`config.mk`:
```
export PLATFORM = sky130hd
export DESIGN_NAME = rsf_reset_filter
export DESIGN_NICKNAME = d
export VERILOG_FILES = /design/src/rsf_pkg.sv /design/src/rsf_reset_filter.sv
export SDC_FILE = /design/constraint.sdc
export NUM_CORES = 1
export LEC_CHECK = 0
export ABC_CLOCK_PERIOD_IN_PS = 1650
export BUFFER_PORTS_ARGS = -buffer_cell sky130_fd_sc_hd__buf_2
export CAP_MARGIN = 25
export CORE_UTILIZATION = 45
export CTS_CLUSTER_DIAMETER = 150
export DETAILED_ROUTE_END_ITERATION = 8
export GPL_ROUTABILITY_DRIVEN = 0
export PLACE_DENSITY = 0.72
export SLEW_MARGIN = 5
export SYNTH_ARGS = -nofsm -noshare
export SYNTH_HDL_FRONTEND = slang
export SYNTH_SLANG_ARGS = --single-unit
```
`constraint.sdc`:
```
create_clock -name sys_clk_i -period 1.65 [get_ports sys_clk_i]
set_input_delay 0.0825 -clock sys_clk_i [delete_from_list [all_inputs] [get_ports sys_clk_i]]
set_output_delay 0.0825 -clock sys_clk_i [all_outputs]
set_load 0.02 [all_outputs]
```
`src/rsf_pkg.sv`:
```
// Constants shared by the reset source filter: timing counts, flag and field positions.
// Assumes a 100 MHz system clock feeding the filter logic.
package rsf_pkg;

  // ----------------------------------------------------------------
  // Timing
  // ----------------------------------------------------------------
  localparam int          CLK_FREQ_MHZ     = 100;
  localparam int          EXT_FILTER_US    = 36;
  localparam logic [11:0] EXT_FILTER_CYC   = 12'(EXT_FILTER_US * CLK_FREQ_MHZ);
  localparam logic [11:0] LVR_DEGLITCH_CYC = 12'h0010;
  localparam logic [11:0] BOD_DEGLITCH_CYC = 12'h0014;
  localparam logic [1:0]  BOD_LOW_SPEED_INTERNAL_OSC_EDGES   = 2'h2;
  localparam logic [11:0] FILT_CNT_MAX     = 12'hfff;

  // ----------------------------------------------------------------
  // Reset cause register
  // ----------------------------------------------------------------
  localparam int         CAUSE_W          = 9;
  localparam int         CAUSE_POR_BIT    = 0;
  localparam int         CAUSE_PIN_BIT    = 1;
  localparam int         CAUSE_WDT_BIT    = 2;
  localparam int         CAUSE_BOD_BIT    = 4;
  localparam int         CAUSE_LOCKUP_BIT = 8;
  localparam logic [8:0] CAUSE_RST_VAL    = 9'h001;

  // ----------------------------------------------------------------
  // Brown-out control register and its flash defaults
  // ----------------------------------------------------------------
  localparam int         BODCTL_W        = 4;
  localparam int         BOD_EN_BIT      = 0;
  localparam int         BOD_LVL_LSB     = 1;
  localparam int         BOD_RSTEN_BIT   = 3;
  localparam logic [3:0] BODCTL_RST_VAL  = 4'h0;
  localparam int         CFG_BOD_EN_BIT  = 23;
  localparam int         CFG_BOD_LVL_LSB = 21;
  localparam int         CFG_BOD_RST_BIT = 20;

endpackage

```
`src/rsf_reset_filter.sv`:
```
// Reset source filter: deglitches pin, low-voltage and brown-out sources, records the cause.
// Assumes analog detector outputs, the slow oscillator and the pin are asynchronous; other inputs are on sys_clk_i.
//
// Contract
// - Pin low must persist over 36 us before chip reset asserts.
// - After pin reset, pin high must persist over 36 us before release.
// - Pin reset sets cause bit 1.
// - Reset held while power-on detector says supply not ready.
// - Power-on event sets cause bit 0.
// - Writing 1 clears power-on flag; writing 0 leaves it.
// - Low-voltage reset asserts after undervoltage persists over 16 clocks.
// - Low-voltage release needs good voltage over 16 clocks.
// - Brown-out monitored for reset only while enable bit 0 set.
// - Threshold chosen by enable bit and level field bits 2:1.
// - Brown-out reset after over max of 20 clocks and one slow-oscillator cycle.
// - Brown-out release needs good supply for the same deglitch time.
// - Brown-out enable, level, reset enable load from config bits 23, 22:21, 20.
// - Watchdog time-out reset recorded in its own cause flag.
// - Processor lockup ignored as reset source in debug mode.
`timescale 1ns/1ps
`default_nettype none

module rsf_reset_filter
  import rsf_pkg::*;
(
  input  wire logic                sys_clk_i,
  input  wire logic                rst_i,
  input  wire logic                ext_reset_pin_n_i,
  input  wire logic                por_ready_i,
  input  wire logic                lvr_low_i,
  input  wire logic                bod_low_i,
  input  wire logic                low_speed_internal_osc_clk_i,
  input  wire logic [31:0]         flash_config_word_i,
  input  wire logic                watchdog_timeout_i,
  input  wire logic                lockup_i,
  input  wire logic                debug_mode_i,
  input  wire logic                whole_chip_reset_request_i,
  input  wire logic [CAUSE_W-1:0]  cause_clear_i,
  input  wire logic                bodctl_wr_i,
  input  wire logic [BODCTL_W-1:0] bodctl_wdata_i,
  output logic                     chip_reset_o,
  output logic [CAUSE_W-1:0]       reset_cause_register_o,
  output logic [BODCTL_W-1:0]      brownout_control_register_o
);

  // ----------------------------------------------------------------
  // Synchronisers
  // ----------------------------------------------------------------
  // Order: 0 pin, 1 por ready, 2 lvr, 3 bod, 4 slow oscillator
  logic [4:0] sync1;
  logic [4:0] sync2;
  logic       low_speed_internal_osc_prev;
  logic [4:0] next_sync1;
  logic [4:0] next_sync2;
  logic       next_low_speed_internal_osc_prev;

  always_comb
  begin
    next_sync1     = {low_speed_internal_osc_clk_i, bod_low_i, lvr_low_i, por_ready_i, ext_reset_pin_n_i};
    next_sync2     = sync1;
    next_low_speed_internal_osc_prev = sync2[4];
  end

  always_ff @(posedge sys_clk_i or posedge rst_i)
  begin
    if (rst_i)
    begin
      // Pin and supply idle-good values avoid a spurious reset on release
      sync1     <= 5'h03;
      sync2     <= 5'h03;
      low_speed_internal_osc_prev <= 1'b0;
    end
    else
    begin
      sync1     <= next_sync1;
      sync2     <= next_sync2;
      low_speed_internal_osc_prev <= next_low_speed_internal_osc_prev;
    end
  end

  logic por_hold;
  logic low_speed_internal_osc_rise;
  logic lockup_eff;
  logic bod_mon;

  assign por_hold   = ~sync2[1];
  assign low_speed_internal_osc_rise  = sync2[4] & ~low_speed_internal_osc_prev;
  assign lockup_eff = lockup_i & ~debug_mode_i;
  assign bod_mon    = brownout_control_register_o[BOD_EN_BIT] &
                      brownout_control_register_o[BOD_RSTEN_BIT];

  // ----------------------------------------------------------------
  // Deglitch filters
  // ----------------------------------------------------------------
  // Index: 0 pin, 1 low voltage, 2 brown-out
  logic [2:0]  filt_raw;
  logic [2:0]  filt_act;
  logic [11:0] filt_cnt      [3];
  logic [11:0] filt_lim      [3];
  logic [1:0]  low_speed_internal_osc_cnt;
  logic [2:0]  next_filt_act;
  logic [11:0] next_filt_cnt [3];
  logic [1:0]  next_low_speed_internal_osc_cnt;
  logic        bod_slow_ok;

  assign filt_raw    = {sync2[3] & bod_mon, sync2[2], ~sync2[0]};
  assign filt_lim[0] = EXT_FILTER_CYC;
  assign filt_lim[1] = LVR_DEGLITCH_CYC;
  assign filt_lim[2] = BOD_DEGLITCH_CYC;
  assign bod_slow_ok = (low_speed_internal_osc_cnt >= BOD_LOW_SPEED_INTERNAL_OSC_EDGES);

  always_comb
  begin
    next_filt_act = filt_act;
    for (int i = 0; i < 3; i++)
    begin
      next_filt_cnt[i] = filt_cnt[i];
      if (filt_raw[i] != filt_act[i])
      begin
        // Toggle only after the level differed for limit+1 samples
        if ((filt_cnt[i] >= filt_lim[i]) && ((i != 2) || bod_slow_ok))
        begin
          next_filt_act[i] = filt_raw[i];
          next_filt_cnt[i] = 12'h0000;
        end
        else if (filt_cnt[i] != FILT_CNT_MAX)
        begin
          next_filt_cnt[i] = filt_cnt[i] + 12'h0001;
        end
      end
      else
      begin
        next_filt_cnt[i] = 12'h0000;
      end
    end
    next_low_speed_internal_osc_cnt = low_speed_internal_osc_cnt;
    if (filt_raw[2] == filt_act[2])
    begin
      next_low_speed_internal_osc_cnt = 2'h0;
    end
    else if (low_speed_internal_osc_rise && (low_speed_internal_osc_cnt != 2'h3))
    begin
      next_low_speed_internal_osc_cnt = low_speed_internal_osc_cnt + 2'h1;
    end
  end

  always_ff @(posedge sys_clk_i or posedge rst_i)
  begin
    if (rst_i)
    begin
      filt_act <= 3'h0;
      low_speed_internal_osc_cnt <= 2'h0;
      for (int i = 0; i < 3; i++)
      begin
        filt_cnt[i] <= 12'h0000;
      end
    end
    else
    begin
      filt_act <= next_filt_act;
      low_speed_internal_osc_cnt <= next_low_speed_internal_osc_cnt;
      for (int i = 0; i < 3; i++)
      begin
        filt_cnt[i] <= next_filt_cnt[i];
      end
    end
  end

  // ----------------------------------------------------------------
  // Chip reset, cause flags, brown-out control
  // ----------------------------------------------------------------
  logic [CAUSE_W-1:0]  cause_set;
  logic                cfg_pending;
  logic                reload;
  logic                next_chip_reset;
  logic [CAUSE_W-1:0]  next_cause;
  logic [BODCTL_W-1:0] next_bodctl;
  logic                next_cfg_pending;

  // Brown-out reset alone keeps software's brown-out settings
  assign reload = cfg_pending | por_hold | filt_act[0] | filt_act[1] |
                  watchdog_timeout_i | lockup_eff | whole_chip_reset_request_i;

  always_comb
  begin
    cause_set                   = '0;
    cause_set[CAUSE_POR_BIT]    = por_hold | filt_act[1] |
                                  whole_chip_reset_request_i;
    cause_set[CAUSE_PIN_BIT]    = filt_act[0];
    cause_set[CAUSE_WDT_BIT]    = watchdog_timeout_i;
    cause_set[CAUSE_BOD_BIT]    = filt_act[2];
    cause_set[CAUSE_LOCKUP_BIT] = lockup_eff;
    // Set wins over a simultaneous clear
    next_cause       = (reset_cause_register_o & ~cause_clear_i) | cause_set;
    next_chip_reset  = por_hold | (|filt_act) | watchdog_timeout_i |
                       lockup_eff | whole_chip_reset_request_i;
    next_cfg_pending = 1'b0;
    next_bodctl      = brownout_control_register_o;
    if (reload)
    begin
      next_bodctl[BOD_EN_BIT]                  = flash_config_word_i[CFG_BOD_EN_BIT];
      next_bodctl[BOD_LVL_LSB+1:BOD_LVL_LSB]   = flash_config_word_i[CFG_BOD_LVL_LSB+1:CFG_BOD_LVL_LSB];
      next_bodctl[BOD_RSTEN_BIT]               = flash_config_word_i[CFG_BOD_RST_BIT];
    end
    else if (bodctl_wr_i)
    begin
      next_bodctl = bodctl_wdata_i;
    end
  end

  always_ff @(posedge sys_clk_i or posedge rst_i)
  begin
    if (rst_i)
    begin
      chip_reset_o                <= 1'b1;
      reset_cause_register_o      <= CAUSE_RST_VAL;
      brownout_control_register_o <= BODCTL_RST_VAL;
      cfg_pending                 <= 1'b1;
    end
    else
    begin
      chip_reset_o                <= next_chip_reset;
      reset_cause_register_o      <= next_cause;
      brownout_control_register_o <= next_bodctl;
      cfg_pending                 <= next_cfg_pending;
    end
  end
endmodule

`default_nettype wire

```
Word level (Yosys, flattened, before mapping)
Cells that the tools add are included.
- add/subtract/negate cells: 4
- order comparisons: 4
- equality and inequality tests: 11
- multiplexer cells: 13
- bitwise gates (word level): 23
- reduce and logical (&&, ||, !) cells: 8
- operators with widths (kind ; count):
    12-bit two-way mux ; 9
    12-bit by 1-bit adder with 12-bit output (second input constant) ; 3
    12-bit inequality test (second input constant) ; 3
    12-bit by 5-bit greater-or-equal comparator with 1-bit output (second input constant) ; 2
    12-bit greater-or-equal comparator (second input constant) ; 1
    1-bit bitwise OR ; 12
    9-bit bitwise AND ; 1
    3-bit by 1-bit inequality test with 1-bit output (second input constant) ; 3
    9-bit NOT ; 1
    9-bit bitwise OR ; 1
    4-bit two-way mux ; 2
    2-bit AND reduction ; 3
    1-bit bitwise AND ; 4
    2-bit two-way mux ; 2
    1-bit NOT ; 4
    2-bit nonzero test ; 2
    1-bit inequality test ; 3
    3-bit OR reduction ; 1
    2-bit by 1-bit adder with 2-bit output (second input constant) ; 1
    2-bit greater-or-equal comparator (second input constant) ; 1
    1-bit logical AND ; 2
    2-bit inequality test (second input constant) ; 1
    1-bit == test ; 1
- register bits after elaboration: 67
- input port bits: 57
- output and inout port bits: 14
- logic and storage cells: 77

Longest topological paths before layout
- word-level depth: 8
- mapped depth: 7

Worst setup path after synthesis
OpenSTA, ideal clock, no wires.
- path type: register to register
- from: register filt_cnt[24] (netlist bit)
- to: register filt_cnt[29] (netlist bit)
- setup time: 0.077 ns
- arrival time: 1.481 ns
- required time: 1.573 ns
- slack: 0.092 ns
- stages on the path, launching flop included: 6
- path buffers: 0
- path through: dfrtp_1 ha_1 nand2_1 nor4_4 or4_1 a21oi_1
- longest elaborated chain between the ends: 4
- ends and longest elaborated chain (item ; line ; RTL):
    start: declaration ; rsf_reset_filter.sv:98 ; logic [11:0] filt_cnt [3];
    start signal: indexed assignment ; rsf_reset_filter.sv:164 ; filt_cnt[i] <= next_filt_cnt[i];
    12-bit by 1-bit adder with 12-bit output ; rsf_reset_filter.sv:128 ; next_filt_cnt[i] = filt_cnt[i] + 12'h0001;
    12-bit two-way mux ; rsf_reset_filter.sv:126 ; else if (filt_cnt[i] != FILT_CNT_MAX)
    12-bit two-way mux ; rsf_reset_filter.sv:121 ; if ((filt_cnt[i] >= filt_lim[i]) && ((i != 2) || bod_slow_ok))
    12-bit two-way mux ; rsf_reset_filter.sv:118 ; if (filt_raw[i] != filt_act[i])
Parallel ways exist; a longest one is shown, timed or not. The select of a mux whose other input is x is not followed.
A chain may end at the register's enable or synchronous reset.

Worst setup path in the final report
- from: register filt_cnt[28] (netlist bit)
- to: register filt_cnt[35] (netlist bit)
Same word-level chain as after synthesis.

==> out/metrics.cfg <==
[run_status]
status = completed

[finish]
final_core_util = 0.601
final_nets = 414
syn_to_final_growth_pct = 29.4
num_antenna_cells = 0
fin_cells = 431
drive_gt1_frac = 0.305
fillCellCount = 519

[min_path]
hold_class = primary input to register

[drt]
drt-wirelength-per-cell_microns = 13.1
postRouteAntennaNets = 0
vias = 2194
route.detailed.drc = 0
wirelength_microns = 5660
via_per_inst = 5.09
drt_iter0_drc = 75
first_pass_iters = 4

[critical_path]
reg2reg_to = filt_cnt[35]
endpoint_kind = register
r2r_cells = 4
arrival_ns = 1.87
rr_startpoint = filt_cnt[28]
start_kind = register
cp_data_required_time_ns = 1.93
path_max_fanout = 12
endpoint = filt_cnt[35]
crit_start = filt_cnt[28]
r2r_setup_slack_ns = 0.06
critPathKind = register to register

[floorplanning]
die_width_microns = 82.7
die_area_sq_um = 6840
rows = 29
pin_count = 71
fp.dieH_microns = 82.7
initial_core_util = 0.464
core_sq_um = 6310

[logic_synthesis]
yosys_warnings = 0
synth_seq_area_share = 0.575
synth_edf_count = 0
syn-instance-count = 257
ys_types = 47
yosysMostFrequentCell = dfrtp_1
synthFlopType = dfrtp_1
avgSynthCellArea_sq_um = 11.4
synth_top_area_share = 0.512
synth.largest_area_cell = dfrtp_1
synth_area_leaders = dfrtp_1, dfstp_2, nor2_1, mux2_2, ha_1
synth_seq_cells = 67
async_reset_ff_frac = 1.00
netlist_area_sq_um = 2930
synthTopCellsByCount = dfrtp_1, nor2_1, inv_1

[global_route]
grt_max_degree = 30
antenna_found_initial = 0
grt_pass1_vias = 2146
grt_pass1_wl_microns = 9290
overflow = 0
grt_usage = 0.187

[sta]
finClkSkew_ns = 0.00909
fmax_mhz = 629
rsz0062_at_grt = yes
slew_violations = 0
fin_tns_setup_ns = 0
finalCritPeriodShare = 0.963
finalSetupViolations = 0
hold_viol = 0
final_period_minus_worst_setup_slack_ns = 1.59

[pwr]
power.density_nw_per_um2 = 885
p_leak_nw = 1.69
power_mw = 3.36
ir_worst_vdd_mv = 0.606

[clock_network]
clockBufferDepth = 2
cts_max_level = 3
cts.sinks = 67
cts_tree = done
clk_pin_slew_ns = 0.08
root_buffer = clkbuf_8
numCtsBuffers = 9
clk_latency_ns = 0.34

[placed_design]
placement.io_buffers = 42
dp_hpwl_microns = 3880
placed_cells = 396

[job]
drv_cap = 0

## placed cells by master (no fill, tap or decap), types with 6 or more instances in the layout
| cell type | count |
|---|---|
| dfrtp_1 | 60 |
| buf_2 | 42 |
| nor2_1 | 30 |
| inv_1 | 19 |
| dlygate4sd3_1 | 19 |
| nand3_1 | 14 |
| buf_4 | 14 |
| clkbuf_8 | 11 |
| nand2_1 | 10 |
| nor3_1 | 10 |
| a21oi_1 | 9 |
| mux2_2 | 9 |
| ha_1 | 8 |
| conb_1 | 8 |
| xnor2_1 | 7 |
| dfstp_2 | 7 |
| a211oi_2 | 6 |
## how the worst min path moves through the flow
| stage | startpoint | endpoint | slack, ns | cells after the start |
|---|---|---|---|---|
| floorplan | ext_reset_pin_n_i | next_sync2[0] | 0.09 | 0 |
| global placement | rst_i | reset_cause_register_o[7] | 0.1 | 2 |
| detailed placement | rst_i | reset_cause_register_o[7] | 0.09 | 2 |
| CTS | lockup_i | reset_cause_register_o[8] | 0.003 | 3 |
| global route | lockup_i | chip_reset_o | 0.05 | 3 |
| finish | lockup_i | reset_cause_register_o[8] | 0.03 | 3 |
## through the flow
step / setup slack, ns / area (sq um) / hold WS (ns)
finish: 0.0609 / 3790 / 0.0305
global route: -0.0184 / 3790 / 0.0451
CTS: 0.0398 / 3780 / 0.00324
detailed placement: 0.0669 / 3380 / 0.0930
global placement: 0.0766 / 3380 / 0.0974
floorplan: 0.0918 / 2960 / 0.0870
## per-layer routing
layer | vias up | share of wire | global-route usage | wire length [microns]
met3 | 14 | 0.029 | 0.0473 | 166
met5 | - | 0 | 0 | 0
met1 | 1071 | 0.46 | 0.225 | 2600
li1 | 1077 | - | - | -
met2 | 32 | 0.48 | 0.301 | 2740
met4 | 0 | 0.027 | 0.114 | 153
## critical path, stage by stage (launching register included)
cell,delay (ns)
dfrtp_1,0.42
or4_4,0.52
o21bai_4,0.15
nand2_2,0.18
o21ba_1,0.27
## report_power, final
| group | internal (mW) | switching, mW | leakage (nW) | total (mW) |
|---|---|---|---|---|
| registers | 1.69 | 0.0262 | 0.860 | 1.72 |
| clock network | 0.785 | 0.643 | 0.106 | 1.43 |
| logic | 0.105 | 0.107 | 0.722 | 0.211 |
| total | 2.58 | 0.776 | 1.69 | 3.36 |
## sequential cells by signal, indices dropped and copies added, names as in the netlist
signal,count
low_speed_internal_osc_cnt,2
sync2,5
reset_cause_register_o,9
chip_reset_o,1
filt_act,3
low_speed_internal_osc_prev,1
cfg_pending,1
filt_cnt,36
brownout_control_register_o,4
next_sync2,5
## kinds of logic after synthesis
group	share of synthesized area
AO/OA/AOI/OAI	0.0999
XOR/XNOR	0.0329
multiplexers	0.0483
adder cells (fa/ha/maj)	0.0342
other	0.00128
AND/OR/NAND/NOR	0.176
buffers and inverters	0.0324
flip-flops	0.575
## what timing repair did
| action | 4_1_cts | 5_1_grt |
|---|---|---|
| endpoints found under the setup margin | 0 | 16 |
| hold endpoints to repair | 32 | 0 |
| hold buffers | 19 | 0 |
| buffers inserted | 0 | 0 |
| resized for setup | 0 | 5 |
## area by class of cell
class	count	area (sq um)	area share
Clock buffer	11	151	0.0399
Clock inverter	5	60.1	0.0158
Inverter	21	82.6	0.0218
Multi-Input combinational cell	174	1190	0.314
Sequential cell	67	1690	0.444
Tap cell	77	96.3	0.0254
Timing Repair Buffer	76	526	0.139
(Power assumes the default switching activity.)
